**config.mk**
```make
export PLATFORM = sky130hd
export DESIGN_NAME = pce_top
export DESIGN_NICKNAME = d
export VERILOG_FILES = /design/src/inc/pce_pkg.sv /design/src/hdl/pce_pin_sync.sv /design/src/hdl/pce_flag_bank.sv /design/src/hdl/pce_top.sv
export VERILOG_INCLUDE_DIRS = /design/src /design/src/inc
export SDC_FILE = /design/constraint.sdc
export NUM_CORES = 1
export LEC_CHECK = 0
export BUFFER_PORTS_ARGS = -buffer_cell sky130_fd_sc_hd__buf_4
export CAP_MARGIN = 10
export CELL_PAD_IN_SITES_DETAIL_PLACEMENT = 0
export CELL_PAD_IN_SITES_GLOBAL_PLACEMENT = 1
export CORE_ASPECT_RATIO = 1.4
export CORE_MARGIN = 2
export CORE_UTILIZATION = 40
export CTS_CLUSTER_SIZE = 10
export DETAILED_ROUTE_END_ITERATION = 12
export PLACE_DENSITY_LB_ADDON = 0.1
export SYNTH_ARGS = -nofsm -noshare
export SYNTH_HDL_FRONTEND = slang
export SYNTH_HIERARCHICAL = 1
export SYNTH_SLANG_ARGS = --single-unit
```
**constraint.sdc**
```tcl
create_clock -name pclk -period 1.7 [get_ports pclk]
set_input_delay 0.34 -clock pclk [delete_from_list [all_inputs] [get_ports pclk]]
set_output_delay 0.34 -clock pclk [all_outputs]
set_load 0.05 [all_outputs]
```
**src/inc/pce_defines.svh**
```systemverilog
// register offsets, field positions, reset values and sizes for the pin change block
`ifndef PCE_DEFINES_SVH
`define PCE_DEFINES_SVH

`define PCE_OFF_PORTB_RISE 12'h000
`define PCE_OFF_PORTB_FALL 12'h004
`define PCE_OFF_PORTB_FLAG 12'h008
`define PCE_OFF_PORTC_RISE 12'h00c
`define PCE_OFF_PORTC_FALL 12'h010
`define PCE_OFF_PORTC_FLAG 12'h014
`define PCE_OFF_CTRL 12'h018
`define PCE_OFF_STATUS 12'h01c

`define PCE_PORTB_MASK 8'hf0
`define PCE_PORTC_MASK_SMALL 8'h3f
`define PCE_PORTC_MASK_LARGE 8'hff
`define PCE_REG_RESET 8'h00
`define PCE_CTRL_IRQ_EN_BIT 0
`define PCE_STAT_SUMMARY_BIT 0
`define PCE_STAT_IRQ_BIT 1
`define PCE_SYNC_STAGES 3

`endif

```
**src/inc/pce_pkg.sv**
```systemverilog
// types shared by the pin change edge detect block
package pce_pkg;
   typedef struct packed {
      logic [11:0] paddr;
      logic pwrite;
      logic [31:0] pwdata;
      logic psel;
      logic penable;
   } pce_apb_req_t;

   typedef struct packed {
      logic [31:0] prdata;
      logic pready;
      logic pslverr;
   } pce_apb_rsp_t;

   typedef struct packed {
      logic [7:0] rise;
      logic [7:0] fall;
   } pce_edge_t;
endpackage

```
**src/hdl/pce_pin_sync.sv**
```systemverilog
// three-stage synchroniser and edge detector for a group of pins
`timescale 1ns/1ps
module pce_pin_sync #(
   parameter int WIDTH = 8
) (
   // clock and reset
   input wire logic pclk,
   input wire logic presetn,
   // asynchronous pins
   input wire logic [WIDTH-1:0] pin_async,
   // one-cycle edge pulses
   output pce_pkg::pce_edge_t edges
);
   import pce_pkg::*;

   logic [WIDTH-1:0] s1_r;
   logic [WIDTH-1:0] s2_r;
   logic [WIDTH-1:0] s3_r;
   logic [WIDTH-1:0] level_r;

   // s1 feeds only s2; a change counts once s2 and s3 agree
   always_ff @(posedge pclk or negedge presetn) begin
      if (!presetn) begin
         s1_r <= '0;
         s2_r <= '0;
         s3_r <= '0;
      end else begin
         s1_r <= pin_async;
         s2_r <= s1_r;
         s3_r <= s2_r;
      end
   end

   // agreed level; pins held low at reset give no edge on release
   always_ff @(posedge pclk or negedge presetn) begin
      if (!presetn) begin
         level_r <= '0;
      end else begin
         level_r <= (s2_r & s3_r) | (level_r & (s2_r | s3_r));
      end
   end

   // compare agreed level with previous one for a one-cycle pulse
   always_comb begin
      edges = '0;
      edges.rise[WIDTH-1:0] = (s2_r & s3_r) & ~level_r;
      edges.fall[WIDTH-1:0] = ~(s2_r | s3_r) & level_r;
   end
endmodule

```
**src/hdl/pce_flag_bank.sv**
```systemverilog
// per-pin sticky change flags with hardware set winning over software clear
`timescale 1ns/1ps
module pce_flag_bank #(
   parameter int WIDTH = 8
) (
   // clock and reset
   input wire logic pclk,
   input wire logic presetn,
   // implemented bits
   input wire logic [WIDTH-1:0] impl_mask,
   // edge enables and pulses
   input wire logic [WIDTH-1:0] rise_en,
   input wire logic [WIDTH-1:0] fall_en,
   input pce_pkg::pce_edge_t edges,
   // software write
   input wire logic wr_en,
   input wire logic [WIDTH-1:0] wr_data,
   // flag state
   output logic [WIDTH-1:0] flags_r
);
   import pce_pkg::*;

   logic [WIDTH-1:0] hit;
   logic [WIDTH-1:0] flags_nxt;

   // either enabled edge qualifies; both enables catch both edges
   assign hit = impl_mask & ((rise_en & edges.rise[WIDTH-1:0]) |
                             (fall_en & edges.fall[WIDTH-1:0]));

   // software value first, then hardware set on top so no edge is lost
   always_comb begin
      flags_nxt = flags_r;
      if (wr_en) begin
         flags_nxt = wr_data & impl_mask;
      end
      flags_nxt = flags_nxt | hit;
   end

   always_ff @(posedge pclk or negedge presetn) begin
      if (!presetn) begin
         flags_r <= '0;
      end else begin
         flags_r <= flags_nxt;
      end
   end
endmodule

```
**src/hdl/pce_top.sv**
```systemverilog
// pin change edge detect block with apb register slave
//
// The placing of the registers and the APB interface to the registers are this design's own decisions.
`timescale 1ns/1ps
`include "pce_defines.svh"

module pce_top #(
   parameter bit LARGE_PACKAGE = 1'b1
) (
   // clock and reset
   input wire logic pclk,
   input wire logic presetn,
   // apb slave
   input pce_pkg::pce_apb_req_t apb_req,
   output pce_pkg::pce_apb_rsp_t apb_rsp,
   // port pins
   input wire logic [7:0] portb_pin,
   input wire logic [7:0] portc_pin,
   // interrupt and wake
   output logic change_summary_flag,
   output logic change_irq,
   output logic change_wake
);
   import pce_pkg::*;

   localparam logic [7:0] PORTB_MASK = `PCE_PORTB_MASK;
   localparam logic [7:0] PORTC_MASK = LARGE_PACKAGE ? `PCE_PORTC_MASK_LARGE :
                                                       `PCE_PORTC_MASK_SMALL;

   logic [7:0] portb_rise_enable_r;
   logic [7:0] portb_fall_enable_r;
   logic [7:0] portc_rise_enable_r;
   logic [7:0] portc_fall_enable_r;
   logic change_irq_enable_r;
   logic [7:0] portb_change_flags;
   logic [7:0] portc_change_flags;
   logic [31:0] prdata_r;
   logic wr_acc;
   logic rd_acc;
   logic addr_ok;
   logic [31:0] rd_mux;
   logic event_any;
   pce_edge_t portb_edges;
   pce_edge_t portc_edges;

   // zero-wait slave: access phase completes in its first cycle
   assign wr_acc = apb_req.psel & apb_req.penable & apb_req.pwrite;
   assign rd_acc = apb_req.psel & ~apb_req.penable & ~apb_req.pwrite;

   // synchronisers for both ports
   pce_pin_sync #(.WIDTH(8)) u_sync_b (
      .pclk(pclk),
      .presetn(presetn),
      .pin_async(portb_pin),
      .edges(portb_edges)
   );

   pce_pin_sync #(.WIDTH(8)) u_sync_c (
      .pclk(pclk),
      .presetn(presetn),
      .pin_async(portc_pin),
      .edges(portc_edges)
   );

   // port b enables; only bits 7..4 exist
   always_ff @(posedge pclk or negedge presetn) begin
      if (!presetn) begin
         portb_rise_enable_r <= `PCE_REG_RESET;
         portb_fall_enable_r <= `PCE_REG_RESET;
      end else if (wr_acc) begin
         if (apb_req.paddr == `PCE_OFF_PORTB_RISE) begin
            portb_rise_enable_r <= apb_req.pwdata[7:0] & PORTB_MASK;
         end
         if (apb_req.paddr == `PCE_OFF_PORTB_FALL) begin
            portb_fall_enable_r <= apb_req.pwdata[7:0] & PORTB_MASK;
         end
      end
   end

   // port c enables; top two bits only on the large variant
   always_ff @(posedge pclk or negedge presetn) begin
      if (!presetn) begin
         portc_rise_enable_r <= `PCE_REG_RESET;
         portc_fall_enable_r <= `PCE_REG_RESET;
      end else if (wr_acc) begin
         if (apb_req.paddr == `PCE_OFF_PORTC_RISE) begin
            portc_rise_enable_r <= apb_req.pwdata[7:0] & PORTC_MASK;
         end
         if (apb_req.paddr == `PCE_OFF_PORTC_FALL) begin
            portc_fall_enable_r <= apb_req.pwdata[7:0] & PORTC_MASK;
         end
      end
   end

   // global change interrupt enable
   always_ff @(posedge pclk or negedge presetn) begin
      if (!presetn) begin
         change_irq_enable_r <= 1'b0;
      end else if (wr_acc && apb_req.paddr == `PCE_OFF_CTRL) begin
         change_irq_enable_r <= apb_req.pwdata[`PCE_CTRL_IRQ_EN_BIT];
      end
   end

   // flag banks keep detecting regardless of the global enable
   pce_flag_bank #(.WIDTH(8)) u_flags_b (
      .pclk(pclk),
      .presetn(presetn),
      .impl_mask(PORTB_MASK),
      .rise_en(portb_rise_enable_r),
      .fall_en(portb_fall_enable_r),
      .edges(portb_edges),
      .wr_en(wr_acc && apb_req.paddr == `PCE_OFF_PORTB_FLAG),
      .wr_data(apb_req.pwdata[7:0]),
      .flags_r(portb_change_flags)
   );

   pce_flag_bank #(.WIDTH(8)) u_flags_c (
      .pclk(pclk),
      .presetn(presetn),
      .impl_mask(PORTC_MASK),
      .rise_en(portc_rise_enable_r),
      .fall_en(portc_fall_enable_r),
      .edges(portc_edges),
      .wr_en(wr_acc && apb_req.paddr == `PCE_OFF_PORTC_FLAG),
      .wr_data(apb_req.pwdata[7:0]),
      .flags_r(portc_change_flags)
   );

   // summary is pure OR of flags, so it has no write path
   assign change_summary_flag = |{portb_change_flags, portc_change_flags};
   // request gated by global enable only; flags stay live underneath
   assign change_irq = change_summary_flag & change_irq_enable_r;
   // wake follows the request; flags are already registered when it rises
   assign change_wake = change_irq;
   assign event_any = change_irq;

   // read decode; unmapped addresses read zero with an error
   always_comb begin
      rd_mux = 32'h0000_0000;
      addr_ok = 1'b1;
      unique case (apb_req.paddr)
         `PCE_OFF_PORTB_RISE: rd_mux[7:0] = portb_rise_enable_r & PORTB_MASK;
         `PCE_OFF_PORTB_FALL: rd_mux[7:0] = portb_fall_enable_r & PORTB_MASK;
         `PCE_OFF_PORTB_FLAG: rd_mux[7:0] = portb_change_flags & PORTB_MASK;
         `PCE_OFF_PORTC_RISE: rd_mux[7:0] = portc_rise_enable_r & PORTC_MASK;
         `PCE_OFF_PORTC_FALL: rd_mux[7:0] = portc_fall_enable_r & PORTC_MASK;
         `PCE_OFF_PORTC_FLAG: rd_mux[7:0] = portc_change_flags & PORTC_MASK;
         `PCE_OFF_CTRL: rd_mux[`PCE_CTRL_IRQ_EN_BIT] = change_irq_enable_r;
         `PCE_OFF_STATUS: begin
            rd_mux[`PCE_STAT_SUMMARY_BIT] = change_summary_flag;
            rd_mux[`PCE_STAT_IRQ_BIT] = event_any;
         end
         default: addr_ok = 1'b0;
      endcase
   end

   // read data captured in setup so it stands through the access phase
   always_ff @(posedge pclk or negedge presetn) begin
      if (!presetn) begin
         prdata_r <= 32'h0000_0000;
      end else if (rd_acc) begin
         prdata_r <= rd_mux;
      end
   end

   // response: always ready, error on unmapped address
   always_comb begin
      apb_rsp.prdata = prdata_r;
      apb_rsp.pready = 1'b1;
      apb_rsp.pslverr = apb_req.psel & apb_req.penable & ~addr_ok;
   end
endmodule

```
==> flow_metrics.py <==
metrics = {
    "timing": {
        "fin_crit_sh_pct": 120,
        "setup_slack_ns": -0.334,
        "drv_slew": 0,
        "rsz0062_at_grt": "true",
        "hold_viol_final": 0,
        "timing.hold.ws_ns": 0.0320,
        "max_freq_mhz": 492,
        "skew_ns": 0.0131,
        "min_period_ns": 2.03,
        "setup_viol": 33,
    },
    "layout": {
        "drive_gt1_share_pct": 41.1,
        "final_util_pct": 54.8,
        "antenna_cells": 0,
        "fillCellCount": 1031,
        "area_growth_pct": 34.4,
        "nets": 556,
    },
    "worst_setup_path": {
        "rr_startpoint": "u_flags_b/flags_r[4]$_DFF_PN0_",
        "reg2reg_to": "prdata_r[0]$_DFFE_PN0P_",
        "path_class": "flip-flop to output port",
        "critPathCapture": "change_irq",
        "cp.arrival_ns": 1.69,
        "crit_fanout": 2,
        "reg2reg_depth": 7,
        "r2r_slack_ns": 0.08,
        "cp_data_required_time_ns": 1.36,
        "startpoint_type": "flip-flop",
        "crit_start": "u_flags_b/flags_r[4]$_DFF_PN0_",
        "critPathCaptureType": "output port",
    },
    "outcome": {
        "violations": "setup timing",
        "run_status": "finished, violations left",
    },
    "logic_synthesis": {
        "synth.distinct_cells": 44,
        "yosysWarningCount": 6,
        "ys_seq_area_share_pct": 59.0,
        "synth_area_um2": 4790,
        "synth_top_cell_by_area": "dfrtp_1",
        "synthArstFlopShare_pct": 100,
        "ys_ff_latch": 113,
        "synth.area.top_cells": "dfrtp_1 59%, mux2_2 4.9%, buf_4 4.1%",
        "synth_edf_count": 0,
        "synth_cells": 364,
        "synth_top_area_share_pct": 59.0,
        "avgSynthCellArea_um2": 13.2,
        "synthFlopType": "dfrtp_1",
    },
    "clock_network": {
        "htreeDepth": 4,
        "root_buffer": "clkbuf_16",
        "clock_path_buffers": 2,
        "insertion_delay_ns": 0.41,
        "clkSinkCount": 113,
        "cts_buffers": 17,
        "tritoncts": "done",
        "cts.reportedPaths.clkPinSlew_ns": 0.05,
    },
    "power": {
        "power_density_nw_per_um2": 1030,
        "pwr-share-comb_pct": 7.7,
        "switching_share_pct": 23.6,
        "p_sw_mw": 1.57,
        "clockPowerShare_pct": 49.2,
        "vdd_drop_max_mv": 0.533,
        "intPower_mw": 5.07,
        "leakagePower_nw": 3.17,
        "seqPwrFrac_pct": 43.1,
    },
    "routing": {
        "drcViolationCount": 0,
        "wl_per_cell_um": 16.0,
        "drt_iter0_markers": 136,
        "ant_nets": 0,
        "via_count": 3210,
        "wl_mm": 10.4,
        "via_per_inst": 4.93,
        "first_pass_iters": 5,
    },
    "floorplan": {
        "die-area_um2": 12900,
        "die-width_um": 96.5,
        "start_util_pct": 40.7,
        "num_rows": 47,
        "core_um2": 11800,
        "die_h_um": 134,
        "ioPinCount": 102,
    },
    "global_route": {
        "use_met2_pct": 28.2,
        "use_met3_pct": 4.41,
        "grt_overflow_total": 0,
        "busiest_layer": "met2",
        "grt_pass1_wl_mm": 16.9,
        "antenna_found_initial": 0,
        "grt_max_degree": 35,
        "grtUsageTotal_pct": 17.6,
        "grt_pass1_vias": 3269,
        "gr-usage-met1_pct": 22.0,
    },
    "place": {
        "io_buffers": 52,
        "dp.final_hpwl_mm": 7.26,
        "gp_congestion": 0.819,
    },
    "flow_run": {
        "maxCapViolCount": 0,
    },
    "hold_path": {
        "hp-class": "primary input to flip-flop",
    },
}
[final cells by class]
class	instances	area (µm²)	share of cell area [%]
clock buffer	22	464	7.21
clock inverter	10	86.3	1.34
inverter	36	135	2.10
multi-input combinational	226	1870	29.1
sequential	113	2830	43.9
tap	147	184	2.86
timing repair buffer	97	870	13.5
[kinds of logic (layout without fill, tap and decap cells)]
logic type,count (synthesis),count (layout),synth area share [%]
flops,113,113,59.0
buf+inv,72,165,8.20
simple gates,70,70,10.7
compound gates,53,53,8.46
mux,38,38,9.69
fa+ha+maj,16,16,3.76
other cells,2,49,0.157
[critical path: stages, from the launching register on]
cell     delay, ns
dfrtp_1       0.38
nor4_2        0.28
buf_4         0.16
nand4_1       0.13
and2_4        0.19
buf_6         0.15
[through the flow]
step | worst slack [ns] | setup TNS [ns] | power (mW) | area, µm² | instances
CTS | -0.358 | -5.76 | 6.73 | 6430 | 652
finish | -0.334 | -5.75 | 6.64 | 6440 | 651
detailed placement | -0.666 | -24.88 | 3.41 | 5680 | 613
floorplan | -0.579 | -14.14 | 3.22 | 5040 | 411
global placement | -0.648 | -24.78 | 3.40 | 5680 | 613
global route | -0.380 | -6.77 | 6.92 | 6440 | 651
[cell usage in the layout, fill, tap and decap left out, types with 2 or more instances in the layout]
cell / Yosys / layout
inv_1: 36 / 35
a22oi_1: 2 / 2
nand3_1: 2 / 2
o21ai_0: 4 / 4
mux4_2: 3 / 3
clkbuf_1: 5 / 3
a222oi_1: 16 / 16
buf_12: 0 / 5
dfrtp_1: 113 / 113
o22ai_2: 0 / 5
nor4_1: 5 / 3
clkinvlp_4: 0 / 3
a22o_1: 3 / 3
mux2i_1: 10 / 10
nor4_2: 0 / 2
nand2_1: 5 / 5
nor2_1: 4 / 3
mux2_2: 21 / 13
conb_1: 2 / 49
clkbuf_8: 0 / 2
nor3_4: 0 / 2
nand4_1: 2 / 2
nor3b_1: 16 / 16
a21oi_1: 3 / 3
buf_4: 26 / 76
buf_6: 3 / 13
o22ai_1: 19 / 14
nand2b_1: 2 / 2
or3_4: 0 / 2
and3b_2: 16 / 16
clkbuf_16: 0 / 17
and3_1: 3 / 2
maj3_2: 16 / 16
or4_4: 3 / 3
mux2_4: 4 / 12
clkinv_2: 0 / 5
[power groups by stage]
stage	Sequential (mW)	Clock [mW]	Combinational, mW
floorplan	2.89	0	0.336
global placement	2.90	0	0.498
detailed placement	2.90	0	0.502
CTS	2.86	3.36	0.515
global route	2.87	3.49	0.560
finish	2.86	3.27	0.512
[what timing repair did]
action | 4_1_cts | 5_1_grt
hold endpoints to repair | 29 | 0
setup buffers | 5 | 0
pin swaps | 12 | 6
setup endpoints to repair | 46 | 42
hold buffers | 1 | 0
cloned | 1 | 0
gates resized for setup | 25 | 5
[synth_stat cells (5+ instances only)]
cell type and count:
inv_1 36, and3b_2 16, nand2_1 5, clkbuf_1 5
mux2i_1 10, a222oi_1 16, o22ai_1 19, maj3_2 16
mux2_2 21, buf_4 26, dfrtp_1 113, nor3b_1 16
nor4_1 5
[registers in the layout (all words and copies together), names as in the netlist, 8 cells and up]
name and count:
u_sync_b/level_r 8, u_sync_c/s3_r 8, u_flags_c/flags_r 8, u_flags_b/flags_r 8, prdata_r 8, u_sync_b/s2_r 8
u_sync_c/level_r 8, u_sync_c/s2_r 8, u_sync_c/s1_r 8, u_sync_b/s1_r 8, u_sync_b/s3_r 8, portc_fall_enable_r 8
portc_rise_enable_r 8
[metal layers]
metal / share of wire [%] / wire length [µm] / up-vias
met5: 0 / 0 / -
met1: 41 / 4260 / 1586
met3: 5.2 / 546 / 20
met2: 52 / 5410 / 84
li1: - / - / 1520
met4: 2.0 / 209 / 0
[worst min-delay path by stage]
stage	startpoint	endpoint	cells past startpoint
after floorplan	presetn	change_irq_enable_r$_DFFE_PN0P_	0
after global placement	presetn	u_sync_c/s1_r[2]$_DFF_PN0_	1
after detailed placement	u_sync_c/s1_r[3]$_DFF_PN0_	u_sync_c/s2_r[3]$_DFF_PN0_	0
after CTS	portc_pin[1]	u_sync_c/s1_r[1]$_DFF_PN0_	1
after global routing	portb_pin[3]	u_sync_b/s1_r[3]$_DFF_PN0_	1
final	portc_pin[1]	u_sync_c/s1_r[1]$_DFF_PN0_	1
No activity file was read; power rests on OpenSTA's default activity.
